==> src/hdl/start_seq_defs.svh <==
/*
  timing counts and field codes for the start sequencer.
  assumes inclusion by bare name from the design file.
*/
`ifndef START_SEQ_DEFS_SVH
`define START_SEQ_DEFS_SVH

// base tick for stationary timeout, in microseconds
`define STAT_TICK_US 32'd1000
`define CLK_MHZ 32'd25
`define STAT_TICK_CYC (`STAT_TICK_US * `CLK_MHZ)
// brake base time, milliseconds
`define BRAKE_TICK_MS 32'd10
`define BRAKE_TICK_CYC (`BRAKE_TICK_MS * 32'd1000 * `CLK_MHZ)
// align base time, milliseconds
`define ALIGN_TICK_MS 32'd40
`define ALIGN_TICK_CYC (`ALIGN_TICK_MS * 32'd1000 * `CLK_MHZ)
// probe pulse spacing base, microseconds
`define PROBE_GAP_US 32'd100
`define PROBE_GAP_CYC (`PROBE_GAP_US * `CLK_MHZ)
// number of probe pairs
`define PROBE_PAIRS 3'd6
// advance step per code, in degrees (code*30 deg)
`define ADV_STEP_DEG 8'd30
`define BRAKE_OFF 3'h0
`define PROBE_OFF 4'h0
`define RATE_W 16
`define TIME_W 24

`endif

==> src/hdl/start_seq_pkg.sv <==
/*
  types shared by the start sequencer.
  assumes the defs header is on the include path.
*/
package start_seq_pkg;
  typedef enum logic [3:0] {
    ST_POWER_ON = 4'h0,
    ST_SPEED_PROBE = 4'h1,
    ST_SPEED_JUDGE = 4'h2,
    ST_REV_JUDGE = 4'h3,
    ST_REV_DRIVE = 4'h4,
    ST_BRAKE_JUDGE = 4'h5,
    ST_BRAKE = 4'h6,
    ST_PROBE_JUDGE = 4'h7,
    ST_ALIGN = 4'h8,
    ST_POS_PROBE = 4'h9,
    ST_ACCEL = 4'hA,
    ST_RUN = 4'hB
  } seq_state_e;

  // per-phase drive: high side on, low side on
  typedef struct packed {
    logic [2:0] hi_on;
    logic [2:0] lo_on;
  } phase_drive_s;

  typedef struct packed {
    logic speed_probe_enable;
    logic [1:0] stationary_timeout_sel;
    logic [1:0] reverse_speed_limit;
    logic reverse_drive_enable;
    logic [2:0] brake_duration_sel;
    logic [3:0] position_probe_current_limit;
    logic [2:0] align_duration_sel;
    logic [1:0] open_loop_current_sel;
    logic [2:0] accel_first_order;
    logic [2:0] accel_second_order;
    logic [4:0] handoff_speed_threshold;
    logic probe_release_mode;
    logic [1:0] probe_pulse_rate;
    logic [1:0] probe_advance_angle;
  } seq_cfg_s;
endpackage

==> src/hdl/start_sequencer.sv <==
/*
  start sequencer: takes a motor from any initial condition to feedback running.
  assumes synchronous comparator, current-limit and direction inputs; power stage outside.
*/
`timescale 1ns/1ns
`include "start_seq_defs.svh"

module start_sequencer #(
  parameter int RATE_W = `RATE_W,
  parameter int TIME_W = `TIME_W,
  parameter int STAT_TICK = `STAT_TICK_CYC,
  parameter int BRAKE_TICK = `BRAKE_TICK_CYC,
  parameter int ALIGN_TICK = `ALIGN_TICK_CYC,
  parameter int PROBE_GAP = `PROBE_GAP_CYC
) (
  // clock and reset
  input wire logic mclk,
  input wire logic nrst,
  input wire logic clk_en,
  // power mode and pins
  input wire logic wake_restart,
  input wire logic dir_pin,
  input wire start_seq_pkg::seq_cfg_s cfg,
  // sensing
  input wire logic cmp_uv,
  input wire logic cmp_uw,
  input wire logic current_at_limit,
  // outputs
  output start_seq_pkg::phase_drive_s drive,
  output start_seq_pkg::seq_state_e state,
  output logic [RATE_W-1:0] drive_rate,
  output logic [7:0] drive_angle,
  output logic [1:0] current_sel
);
  import start_seq_pkg::*;

  initial begin
    if (RATE_W < 8 || TIME_W < 16 || STAT_TICK < 1 || BRAKE_TICK < 1 || ALIGN_TICK < 1 || PROBE_GAP < 1) begin
      $error("start_sequencer: bad parameters");
    end
  end

  ////////////////////////////////////////////////////////////////////////////
  // helpers
  function automatic logic [TIME_W-1:0] scale(input logic [2:0] sel, input int tick);
    scale = TIME_W'(tick) << sel;
  endfunction

  // pair index to drive pattern: VW WV UV VU WU UW (phase bit 0=U,1=V,2=W)
  function automatic phase_drive_s pair_drive(input logic [2:0] idx);
    phase_drive_s d;
    d = '0;
    case (idx)
      3'h0: begin d.hi_on = 3'b010; d.lo_on = 3'b100; end
      3'h1: begin d.hi_on = 3'b100; d.lo_on = 3'b010; end
      3'h2: begin d.hi_on = 3'b001; d.lo_on = 3'b010; end
      3'h3: begin d.hi_on = 3'b010; d.lo_on = 3'b001; end
      3'h4: begin d.hi_on = 3'b100; d.lo_on = 3'b001; end
      3'h5: begin d.hi_on = 3'b001; d.lo_on = 3'b100; end
      default: d = '0;
    endcase
    pair_drive = d;
  endfunction

  ////////////////////////////////////////////////////////////////////////////
  // state
  seq_state_e state_ff, nxt_state;
  phase_drive_s drive_ff, nxt_drive;
  logic [TIME_W-1:0] tmr_ff, nxt_tmr;
  logic [TIME_W-1:0] period_ff, nxt_period;
  logic [TIME_W-1:0] best_ff, nxt_best;
  logic [2:0] best_idx_ff, nxt_best_idx;
  logic [2:0] pair_ff, nxt_pair;
  logic pulse_on_ff, nxt_pulse_on;
  logic edge_seen_ff, nxt_edge_seen;
  logic fwd_ff, nxt_fwd;
  logic [RATE_W-1:0] rate_ff, nxt_rate;
  logic [RATE_W-1:0] accel_ff, nxt_accel;
  logic [7:0] angle_ff, nxt_angle;
  logic [1:0] current_sel_ff, nxt_current_sel;
  logic dir_q_ff, uv_q_ff, uw_q_ff;
  logic uv_rise, uw_rise, dir_change;
  logic [RATE_W-1:0] meas_rate;

  assign uv_rise = cmp_uv & ~uv_q_ff;
  assign uw_rise = cmp_uw & ~uw_q_ff;
  assign dir_change = dir_pin ^ dir_q_ff;
  assign meas_rate = (period_ff == '0) ? '1 : RATE_W'((TIME_W)'(32'hFFFFFF) / period_ff);

  always_comb begin
    nxt_state = state_ff;
    nxt_drive = '0;
    nxt_tmr = tmr_ff + 1'b1;
    nxt_period = period_ff;
    nxt_best = best_ff;
    nxt_best_idx = best_idx_ff;
    nxt_pair = pair_ff;
    nxt_pulse_on = pulse_on_ff;
    nxt_edge_seen = edge_seen_ff;
    nxt_fwd = fwd_ff;
    nxt_rate = rate_ff;
    nxt_accel = accel_ff;
    nxt_angle = angle_ff;
    nxt_current_sel = cfg.open_loop_current_sel;
    case (state_ff)
      ST_POWER_ON: begin
        nxt_tmr = '0;
        nxt_edge_seen = 1'b0;
        nxt_rate = '0;
        nxt_accel = '0;
        nxt_state = cfg.speed_probe_enable ? ST_SPEED_PROBE : ST_BRAKE_JUDGE;
      end
      ST_SPEED_PROBE: begin
        nxt_drive = '0;
        if (uv_rise || uw_rise) begin
          // direction from order
          // forward: uv already high when uw rises, uw still low when uv rises
          if (uw_rise) nxt_fwd = cmp_uv;
          else nxt_fwd = ~cmp_uw;
          if (edge_seen_ff) begin
            nxt_period = tmr_ff;
            nxt_state = ST_SPEED_JUDGE;
          end
          nxt_edge_seen = 1'b1;
          nxt_tmr = '0;
          nxt_angle = cmp_uw ? 8'd0 : 8'd180;
        end else if (tmr_ff >= scale({1'b0, cfg.stationary_timeout_sel}, STAT_TICK)) begin
          nxt_period = '0;
          nxt_state = ST_SPEED_JUDGE;
        end
      end
      ST_SPEED_JUDGE: begin
        nxt_tmr = '0;
        nxt_edge_seen = 1'b0;
        if (period_ff == '0 || period_ff > scale({1'b0, cfg.stationary_timeout_sel}, STAT_TICK)) begin
          nxt_state = ST_BRAKE_JUDGE;
        end else if (fwd_ff) begin
          nxt_rate = meas_rate;
          nxt_state = ST_RUN;
        end else begin
          nxt_state = ST_REV_JUDGE;
        end
      end
      ST_REV_JUDGE: begin
        nxt_tmr = '0;
        if (meas_rate > (RATE_W'(1) << ({1'b0, cfg.reverse_speed_limit} + 3'd2))) begin
          nxt_state = ST_SPEED_PROBE;
        end else begin
          nxt_rate = meas_rate;
          nxt_state = cfg.reverse_drive_enable ? ST_REV_DRIVE : ST_BRAKE_JUDGE;
        end
      end
      ST_REV_DRIVE: begin
        nxt_drive = pair_drive(3'h0);
        if (rate_ff > RATE_W'(cfg.accel_first_order) + 1'b1) begin
          nxt_rate = rate_ff - RATE_W'(cfg.accel_first_order) - 1'b1;
        end else begin
          nxt_rate = '0;
          nxt_state = ST_ACCEL;
        end
      end
      ST_BRAKE_JUDGE: begin
        nxt_tmr = '0;
        nxt_state = (cfg.brake_duration_sel != `BRAKE_OFF) ? ST_BRAKE : ST_PROBE_JUDGE;
      end
      ST_BRAKE: begin
        nxt_drive.lo_on = 3'b111;
        if (tmr_ff >= scale(cfg.brake_duration_sel, BRAKE_TICK)) begin
          nxt_tmr = '0;
          nxt_drive = '0;
          nxt_state = ST_PROBE_JUDGE;
        end
      end
      ST_PROBE_JUDGE: begin
        nxt_tmr = '0;
        nxt_pair = '0;
        nxt_pulse_on = 1'b1;
        nxt_best = '1;
        nxt_state = (cfg.position_probe_current_limit != `PROBE_OFF) ? ST_POS_PROBE : ST_ALIGN;
      end
      ST_ALIGN: begin
        nxt_drive = pair_drive(3'h0);
        nxt_angle = 8'd0;
        if (tmr_ff >= scale(cfg.align_duration_sel, ALIGN_TICK)) begin
          nxt_tmr = '0;
          nxt_state = ST_ACCEL;
        end
      end
      ST_POS_PROBE: begin
        if (pulse_on_ff) begin
          nxt_drive = pair_drive(pair_ff);
          if (current_at_limit) begin
            if (tmr_ff < best_ff) begin
              nxt_best = tmr_ff;
              nxt_best_idx = pair_ff;
            end
            nxt_drive = '0;
            if (!cfg.probe_release_mode) nxt_drive.lo_on = pair_drive(pair_ff).lo_on;
            nxt_pulse_on = 1'b0;
            nxt_tmr = '0;
          end
        end else begin
          if (!cfg.probe_release_mode) nxt_drive.lo_on = pair_drive(pair_ff).lo_on;
          if (tmr_ff >= scale({1'b0, cfg.probe_pulse_rate}, PROBE_GAP)) begin
            nxt_tmr = '0;
            nxt_drive = '0;
            if (pair_ff == `PROBE_PAIRS - 3'd1) begin
              nxt_angle = 8'(best_idx_ff * 8'd60 + cfg.probe_advance_angle * `ADV_STEP_DEG);
              nxt_state = ST_ACCEL;
            end else begin
              nxt_pair = pair_ff + 3'd1;
              nxt_pulse_on = 1'b1;
            end
          end
        end
      end
      ST_ACCEL: begin
        nxt_drive = pair_drive(pair_ff);
        nxt_accel = accel_ff + RATE_W'(cfg.accel_second_order);
        nxt_rate = rate_ff + RATE_W'(cfg.accel_first_order) + accel_ff;
        nxt_angle = angle_ff + 8'(rate_ff[RATE_W-1 -: 4]);
        if (rate_ff > (RATE_W'(cfg.handoff_speed_threshold) << 3)) begin
          nxt_state = ST_RUN;
        end
      end
      ST_RUN: begin
        nxt_drive = pair_drive(pair_ff);
        nxt_tmr = '0;
      end
      default: nxt_state = ST_POWER_ON;
    endcase
    if (dir_change) begin
      nxt_drive = '0;
      nxt_state = ST_POWER_ON;
    end
    if (wake_restart) begin
      nxt_drive = '0;
      nxt_state = ST_POWER_ON;
    end
  end

  always_ff @(posedge mclk or negedge nrst) begin
    if (!nrst) begin
      state_ff <= ST_POWER_ON;
      drive_ff <= '0;
      tmr_ff <= '0;
      period_ff <= '0;
      best_ff <= '1;
      best_idx_ff <= '0;
      pair_ff <= '0;
      pulse_on_ff <= 1'b0;
      edge_seen_ff <= 1'b0;
      fwd_ff <= 1'b0;
      rate_ff <= '0;
      accel_ff <= '0;
      angle_ff <= '0;
      current_sel_ff <= 2'h0;
      dir_q_ff <= 1'b0;
      uv_q_ff <= 1'b0;
      uw_q_ff <= 1'b0;
    end else if (clk_en) begin
      state_ff <= nxt_state;
      drive_ff <= nxt_drive;
      tmr_ff <= nxt_tmr;
      period_ff <= nxt_period;
      best_ff <= nxt_best;
      best_idx_ff <= nxt_best_idx;
      pair_ff <= nxt_pair;
      pulse_on_ff <= nxt_pulse_on;
      edge_seen_ff <= nxt_edge_seen;
      fwd_ff <= nxt_fwd;
      rate_ff <= nxt_rate;
      accel_ff <= nxt_accel;
      angle_ff <= nxt_angle;
      current_sel_ff <= nxt_current_sel;
      dir_q_ff <= dir_pin;
      uv_q_ff <= cmp_uv;
      uw_q_ff <= cmp_uw;
    end
  end

  assign drive = drive_ff;
  assign state = state_ff;
  assign drive_rate = rate_ff;
  assign drive_angle = angle_ff;
  assign current_sel = current_sel_ff;

  ////////////////////////////////////////////////////////////////////////////
  // checks
  a_wake_power_on: assert property (@(posedge mclk) disable iff (!nrst)
    clk_en && wake_restart |=> state_ff == ST_POWER_ON) else $error("wake did not restart");
  a_probe_branch: assert property (@(posedge mclk) disable iff (!nrst)
    clk_en && state_ff == ST_POWER_ON && !wake_restart && !dir_change |=>
    state_ff == (cfg.speed_probe_enable ? ST_SPEED_PROBE : ST_BRAKE_JUDGE)) else $error("bad power-on branch");
  a_brake_skip: assert property (@(posedge mclk) disable iff (!nrst)
    state_ff == ST_BRAKE && $past(state_ff) != ST_BRAKE |-> $past(cfg.brake_duration_sel) != `BRAKE_OFF)
    else $error("brake with zero duration");
  a_brake_lows: assert property (@(posedge mclk) disable iff (!nrst)
    clk_en && state_ff == ST_BRAKE && nxt_state == ST_BRAKE |=> drive_ff.lo_on == 3'b111 && drive_ff.hi_on == 3'b000)
    else $error("brake drive wrong");
  a_probe_float: assert property (@(posedge mclk) disable iff (!nrst)
    clk_en && state_ff == ST_SPEED_PROBE |=> drive_ff == '0) else $error("phases driven during speed probe");
  a_dir_restart: assert property (@(posedge mclk) disable iff (!nrst)
    clk_en && dir_change |=> state_ff == ST_POWER_ON && drive_ff == '0) else $error("dir change ignored");
  a_probe_select: assert property (@(posedge mclk) disable iff (!nrst)
    clk_en && state_ff == ST_PROBE_JUDGE && !dir_change && !wake_restart |=>
    state_ff == ($past(cfg.position_probe_current_limit) != `PROBE_OFF ? ST_POS_PROBE : ST_ALIGN))
    else $error("probe selection wrong");
  a_align_pattern: assert property (@(posedge mclk) disable iff (!nrst)
    clk_en && state_ff == ST_ALIGN && nxt_state == ST_ALIGN |=> drive_ff.hi_on == 3'b010 && drive_ff.lo_on == 3'b100)
    else $error("align pattern wrong");
  a_release_hiz: assert property (@(posedge mclk) disable iff (!nrst)
    clk_en && state_ff == ST_POS_PROBE && pulse_on_ff && current_at_limit && cfg.probe_release_mode
    && !dir_change && !wake_restart |=> drive_ff == '0) else $error("hi-z release drives");

  c_resync: cover property (@(posedge mclk) state_ff == ST_SPEED_JUDGE ##1 state_ff == ST_RUN);
  c_brake: cover property (@(posedge mclk) state_ff == ST_BRAKE ##1 state_ff == ST_PROBE_JUDGE);
  c_probe_done: cover property (@(posedge mclk) state_ff == ST_POS_PROBE ##1 state_ff == ST_ACCEL);
  c_handoff: cover property (@(posedge mclk) state_ff == ST_ACCEL ##1 state_ff == ST_RUN);
endmodule // start_sequencer

==> config.mk <==
export PLATFORM = sky130hd
export DESIGN_NAME = start_sequencer
export DESIGN_NICKNAME = d
export VERILOG_FILES = /design/src/hdl/start_seq_pkg.sv /design/src/hdl/start_sequencer.sv
export VERILOG_INCLUDE_DIRS = /design/src /design/src/hdl
export SDC_FILE = /design/constraint.sdc
export NUM_CORES = 1
export LEC_CHECK = 0
export ABC_CLOCK_PERIOD_IN_PS = 82100
export BUFFER_PORTS_ARGS = -buffer_cell sky130_fd_sc_hd__buf_2
export CAP_MARGIN = 20
export CORE_AREA = 2 2 267 269
export CTS_CLUSTER_SIZE = 10
export DETAILED_ROUTE_END_ITERATION = 16
export DIE_AREA = 0 0 269 271
export GPL_TIMING_DRIVEN = 0
export PLACE_DENSITY = 0.64
export SYNTH_ARGS = -nofsm -noshare
export SYNTH_HDL_FRONTEND = slang
export SYNTH_SLANG_ARGS = --single-unit
==> constraint.sdc <==
create_clock -name mclk -period 82.1 [get_ports mclk]
set_input_delay 4.105 -clock mclk [delete_from_list [all_inputs] [get_ports mclk]]
set_output_delay 4.105 -clock mclk [all_outputs]
set_load 0.02 [all_outputs]
==> impl_metrics.toml, run 1 <==
[yosys]
yosysTopAreaCell = "ha_1"
yosys_register_bits = 136
ys_types = 93
async_flop_share_pct = 100.0
yosysWarnings = 0
post-synth-top-count-cell = "ha_1"
ys_top_cells_by_count = "ha_1 (468), nand2_1 (376), nor2_1 (321)"
avgSynthCellArea_um2 = 7.473
synth_area_um2 = 27670
synth_cells = 3703
synth_edf_count = 0
synthDominantCellAreaShare_pct = 21.16
yosysSeqAreaShare_pct = 12.41
ys.flop_type = "dfrtp_1"
synth.area.top_cells = "ha_1 (21%), dfrtp_1 (10%), a21oi_1 (5.5%)"

[clock_network]
insertion_delay_ps = 440
numCtsBuffers = 17
cts_setup_buffers = 0
cts-htree-levels = 4
cts_buffer_depth = 2
cts_tree = "built"
cts_resized = 0
clkTransAtPathRegs_ps = 60
cts.sinks = 136
ctsHoldBuffers = 0
ctsRootBufferMaster = "clkbuf_16"

[final_layout]
stdcell_count = 4767
layout-drive-gt1-share_pct = 6.928
layout.nets = 4333
syn2layout_area_growth_pct = 8.849
finish.utilization_pct = 43.16
design_area_um2 = 30120

[critical_path]
criticalPathCategory = "reg2reg"
crit_fanout = 10
r2r_slack_ps = 16550
crit_path_end_kind = "flip-flop"
r2r-start = "period_ff[0]$_DFFE_PN0P_"
r2r_cells = 216
start_kind = "flip-flop"
crit_top_cell = "ha_1"
crit_slowest_cell = "a211oi_1"
reg2reg_to = "drive_rate[2]$_DFFE_PN0P_"
critPathRequiredTime_ps = 82400
critical_path.max_stage_delay_ps = 940
cp.arrival_ps = 65850

[floorplanning]
die_y_um = 271
die_area_um2 = 72900
rows = 97
start_util_pct = 39.65
ioPinCount = 78
core-area_um2 = 69790
die_w_um = 269

[detailed_routing]
ant_nets = 0
firstDrtPassIters = 6
drt_iter0_drc = 2561
routedWlPerCell_um = 19.97
finalWirelength_mm = 95.21
drc = 0
num_vias = 28930
vias_per_cell = 6.069

[global_route]
grtUsageTotal_pct = 25.76
grt_overflow = 0
antenna_found_initial = 7
grt_max_degree = 75
grt_pass1_wl_mm = 149.6
grt_pass1_vias = 26960

[timing]
final_hold_viol_count = 0
tns_ps = 0
fin_worst_skew_ps = 11.94
max_freq_mhz = 15.26
relSlewSlack_pct = 21.44
setup_viol = 0
slew_violations = 0
fin_crit_ps = 65550
grt_setup_unrepaired = "false"
worst_pin_slew_ps = 1177
finalCritPeriodShare_pct = 79.84

[min_path]
min_path_cells = 1
worstHoldEndpoint = "drive[5]$_DFFE_PN0P_"
min_from = "drive[5]$_DFFE_PN0P_"
hold_path.class = "reg2reg"

[placed_design]
dpl.hpwl_mm = 76.41
post-place-cells = 4732
placed_area_um2 = 29470
gp_congestion = 1.002
port_buffers = 77

[run]
cap_viol_max_count = 0

[run_status]
status = "finished, final reports clean"
-- worst max path at each step --
stage,slack [ps],endpoint,from
after CTS,18340,drive_rate[4]$_DFFE_PN0P_,period_ff[0]$_DFFE_PN0P_
after detailed placement,18730,drive_rate[4]$_DFFE_PN0P_,period_ff[0]$_DFFE_PN0P_
after global routing,12860,drive_rate[2]$_DFFE_PN0P_,period_ff[0]$_DFFE_PN0P_
after global placement,18450,drive_rate[2]$_DFFE_PN0P_,period_ff[0]$_DFFE_PN0P_
final,16550,drive_rate[2]$_DFFE_PN0P_,period_ff[0]$_DFFE_PN0P_
after floorplan,35980,drive_rate[15]$_DFFE_PN0P_,period_ff[22]$_DFFE_PN0P_
-- cell usage in the layout (no fill, tap or decap), drive strengths merged, types with 43 or more instances in the layout --
| cell | n |
|---|---|
| nor3 | 89 |
| nand2b | 72 |
| a31oi | 57 |
| xnor2 | 154 |
| nor2b | 45 |
| nand2 | 376 |
| o211ai | 44 |
| ha | 468 |
| inv | 195 |
| a21o | 97 |
| nor2 | 321 |
| dfrtp | 112 |
| buf | 117 |
| o21a | 104 |
| mux2 | 43 |
| xor2 | 109 |
| clkbuf | 86 |
| o21ai | 258 |
| nand3 | 105 |
| a21oi | 305 |
-- metrics by stage --
stage / worst slack, ps / hold WS (ps)
after detailed placement: 18730 / 474.2
after global routing: 12860 / 517.5
final: 16550 / 489.6
after CTS: 18340 / 492.2
after global placement: 18450 / 474.6
after floorplan: 35980 / 483.7
-- worst max-delay path: cells and delay by family, from the launching register on --
family / cells / cell delay, ps
adders and majority gates: 24 / 7550
AOI/OAI and AO/OA: 94 / 28630
buffers and inverters: 35 / 13740
DFF: 1 / 370
muxes: 5 / 1780
and+or+nand+nor: 58 / 13220
-- layer usage --
metal | track usage [%] | part of all wire (%) | up-vias
met3 | 3.968 | 7.9 | 205
met1 | 34.57 | 44 | 13580
met2 | 41.43 | 44 | 1162
met5 | 0 | 0.070 | -
met4 | 9.444 | 3.8 | 10
li1 | - | - | 13970
-- cells by family (layout without fill, tap and decap cells) --
kind of cell,Yosys count,after routing,synth area share (%)
AND/OR/NAND/NOR,1233,1233,21.16
flip-flops,136,136,12.41
buffers and inverters,288,408,3.984
multiplexers,68,68,2.708
adder cells (fa/ha/maj),479,479,21.96
AO/OA/AOI/OAI,1234,1234,29.43
other,2,6,0.02714
XOR/XNOR,263,263,8.324
-- sequential cells by signal, indices dropped and copies added, names as in the netlist, 2 cells and up --
register and count:
best_ff 24, pair_ff 3, state 4, best_idx_ff 3
drive_rate 16, tmr_ff 24, drive_angle 8, drive 6
accel_ff 16, current_sel 2, period_ff 24
-- final cells by class --
| type | instances | area, µm² |
|---|---|---|
| plain buffers | 99 | 392.9 |
| flip-flops and latches | 136 | 3433 |
| fillers | 7165 | 39670 |
| inverters | 189 | 709.4 |
| multi-input cells | 3281 | 23140 |
| clock buffers | 17 | 425.4 |
| well taps | 940 | 1176 |
| clock inverters | 15 | 211.5 |
| diodes | 2 | 5.005 |
| repair buffers | 88 | 623.1 |
Power of run 1 is not shown: default switching activity piles up to over one toggle a cycle in this logic, so the estimate is an artifact.
==> inputs of run 2 (changes only) <==
ABC_CLOCK_PERIOD_IN_PS = 63100   (was 82100)
clock period = 63.1 ns   (was 82.1 ns; I/O delays follow)
==> run 2 against run 1 <==
  * Critical path depth increased by 3
  * Clock skew decreased by 2.1 ps
  * Sequential share of layout area about the same
  * First-iteration DRC count decreased by 0.23%
  * Cell area increased by 0.41%
  * Cell count about the same
  * Count of clock-buffer cells in the layout unchanged
==> impl_metrics.toml, run 2 (synthesis results as in run 1) <==
[detailed_routing]
drc = 0
ant_nets = 0
finalWirelength_mm = 95.28
vias_per_cell = 6.057
firstDrtPassIters = 7
num_vias = 28890
drt_iter0_drc = 2555
routedWlPerCell_um = 19.98

[clock_network]
ctsRootBufferMaster = "clkbuf_16"
cts-htree-levels = 4
cts_tree = "built"
ctsHoldBuffers = 0
cts_buffer_depth = 2
numCtsBuffers = 17
clkTransAtPathRegs_ps = 60
cts.sinks = 136
insertion_delay_ps = 440

[critical_path]
reg2reg_to = "drive_rate[2]$_DFFE_PN0P_"
crit_fanout = 10
crit_top_cell = "ha_1"
critPathRequiredTime_ps = 63400
crit_slowest_cell = "or4b_2"
r2r_cells = 219
criticalPathCategory = "reg2reg"
start_kind = "flip-flop"
r2r_slack_ps = 3500
crit_family = "compound AO/OA/AOI/OAI gates"
cp.arrival_ps = 59900
critical_path.max_stage_delay_ps = 740
r2r-start = "period_ff[0]$_DFFE_PN0P_"
crit_path_end_kind = "flip-flop"
cp_num_buf_inv = 35

[timing]
max_freq_mhz = 16.78
slew_violations = 0
worst_slack_ps = 3497
setup_viol = 0
finalCritPeriodShare_pct = 94.46
fin_crit_ps = 59600
relSlewSlack_pct = 22.28
grt_setup_unrepaired = "false"
worst_pin_slew_ps = 1164
fin_worst_skew_ps = 9.874
final_hold_viol_count = 0
holdWs_ps = 490.2

[placed_design]
port_buffers = 77
placed_area_um2 = 29470
dpl.hpwl_mm = 76.41
post-place-cells = 4732
pre_cts_ws_ps = -271.4
gp_congestion = 1.002

[floorplanning]
core-area_um2 = 69790
die_area_um2 = 72900
ioPinCount = 78
rows = 97
die_y_um = 271
start_util_pct = 39.65
die_w_um = 269

[global_route]
grt_max_degree = 75
grtUsageTotal_pct = 25.75
grt_pass1_vias = 26960
antenna_found_initial = 8
grt_overflow = 0
grt_pass1_wl_mm = 149.6

[run]
cap_viol_max_count = 0

[run_status]
status = "finished, final reports clean"

[final_layout]
n_fill_cell = 7153
stdcell_count = 4769
top_regs = "best_ff x24, period_ff x24, tmr_ff x24"
layout-drive-gt1-share_pct = 7.893
layout.nets = 4334
syn2layout_area_growth_pct = 9.292
design_area_um2 = 30240
final_common_cell = "ha_1"
most-common-layout-cells = "ha_1 (468), nand2_1 (376), nor2_1 (319)"

[min_path]
min_from = "drive[5]$_DFFE_PN0P_"
min_path_cells = 1
worstHoldEndpoint = "drive[5]$_DFFE_PN0P_"
hold_path.class = "reg2reg"
[run 2: final cells by class]
type	count	area, µm²	area share, %
Clock buffer	17	425.4	1.407
Inverter	189	716.9	2.371
Buffer	99	422.9	1.398
Antenna cell	3	7.507	0.02482
Sequential cell	136	3433	11.35
Tap cell	940	1176	3.889
Multi-Input combinational cell	3281	23220	76.79
Clock inverter	15	211.5	0.6992
Timing Repair Buffer	89	625.6	2.069
[run 2: what timing repair did]
| item | CTS | global route |
|---|---|---|
| setup endpoints to repair | 18 | 18 |
| pin swaps | 0 | 1 |
| buffers inserted | 0 | 2 |
| gates resized for setup | 4 | 54 |
[run 2: per-stage QoR]
step | setup TNS [ps] | utilization, %
2_1_floorplan | 0 | -
3_3_place_gp | -7010 | 41.90
3_5_place_dp | -2736 | 42.22
4_1_cts | 0 | 43.16
5_1_grt | 0 | 43.33
6_report | 0 | 43.34
[run 2: layer usage]
layer  vias up  GRT usage [%]  share of wire (%)
li1      13990              -                  -
met1     13570          34.58                 44
met2      1105          41.43                 45
met3       212          3.923                7.5
met4        10          9.488                3.8
met5         -              0              0.070
[run 2: how the worst max path moves through the flow]
stage / startpoint / to / slack, ps / depth (start not counted)
2_1_floorplan: period_ff[22]$_DFFE_PN0P_ / drive_rate[15]$_DFFE_PN0P_ / 16980 / 213
3_3_place_gp: period_ff[0]$_DFFE_PN0P_ / drive_rate[2]$_DFFE_PN0P_ / -550 / 218
3_5_place_dp: period_ff[0]$_DFFE_PN0P_ / drive_rate[4]$_DFFE_PN0P_ / -270 / 218
4_1_cts: period_ff[0]$_DFFE_PN0P_ / drive_rate[4]$_DFFE_PN0P_ / 100 / 218
5_1_grt: period_ff[0]$_DFFE_PN0P_ / drive_rate[2]$_DFFE_PN0P_ / 30 / 223
6_report: period_ff[0]$_DFFE_PN0P_ / drive_rate[2]$_DFFE_PN0P_ / 3500 / 219
Power of run 2 is left out for the same reason.
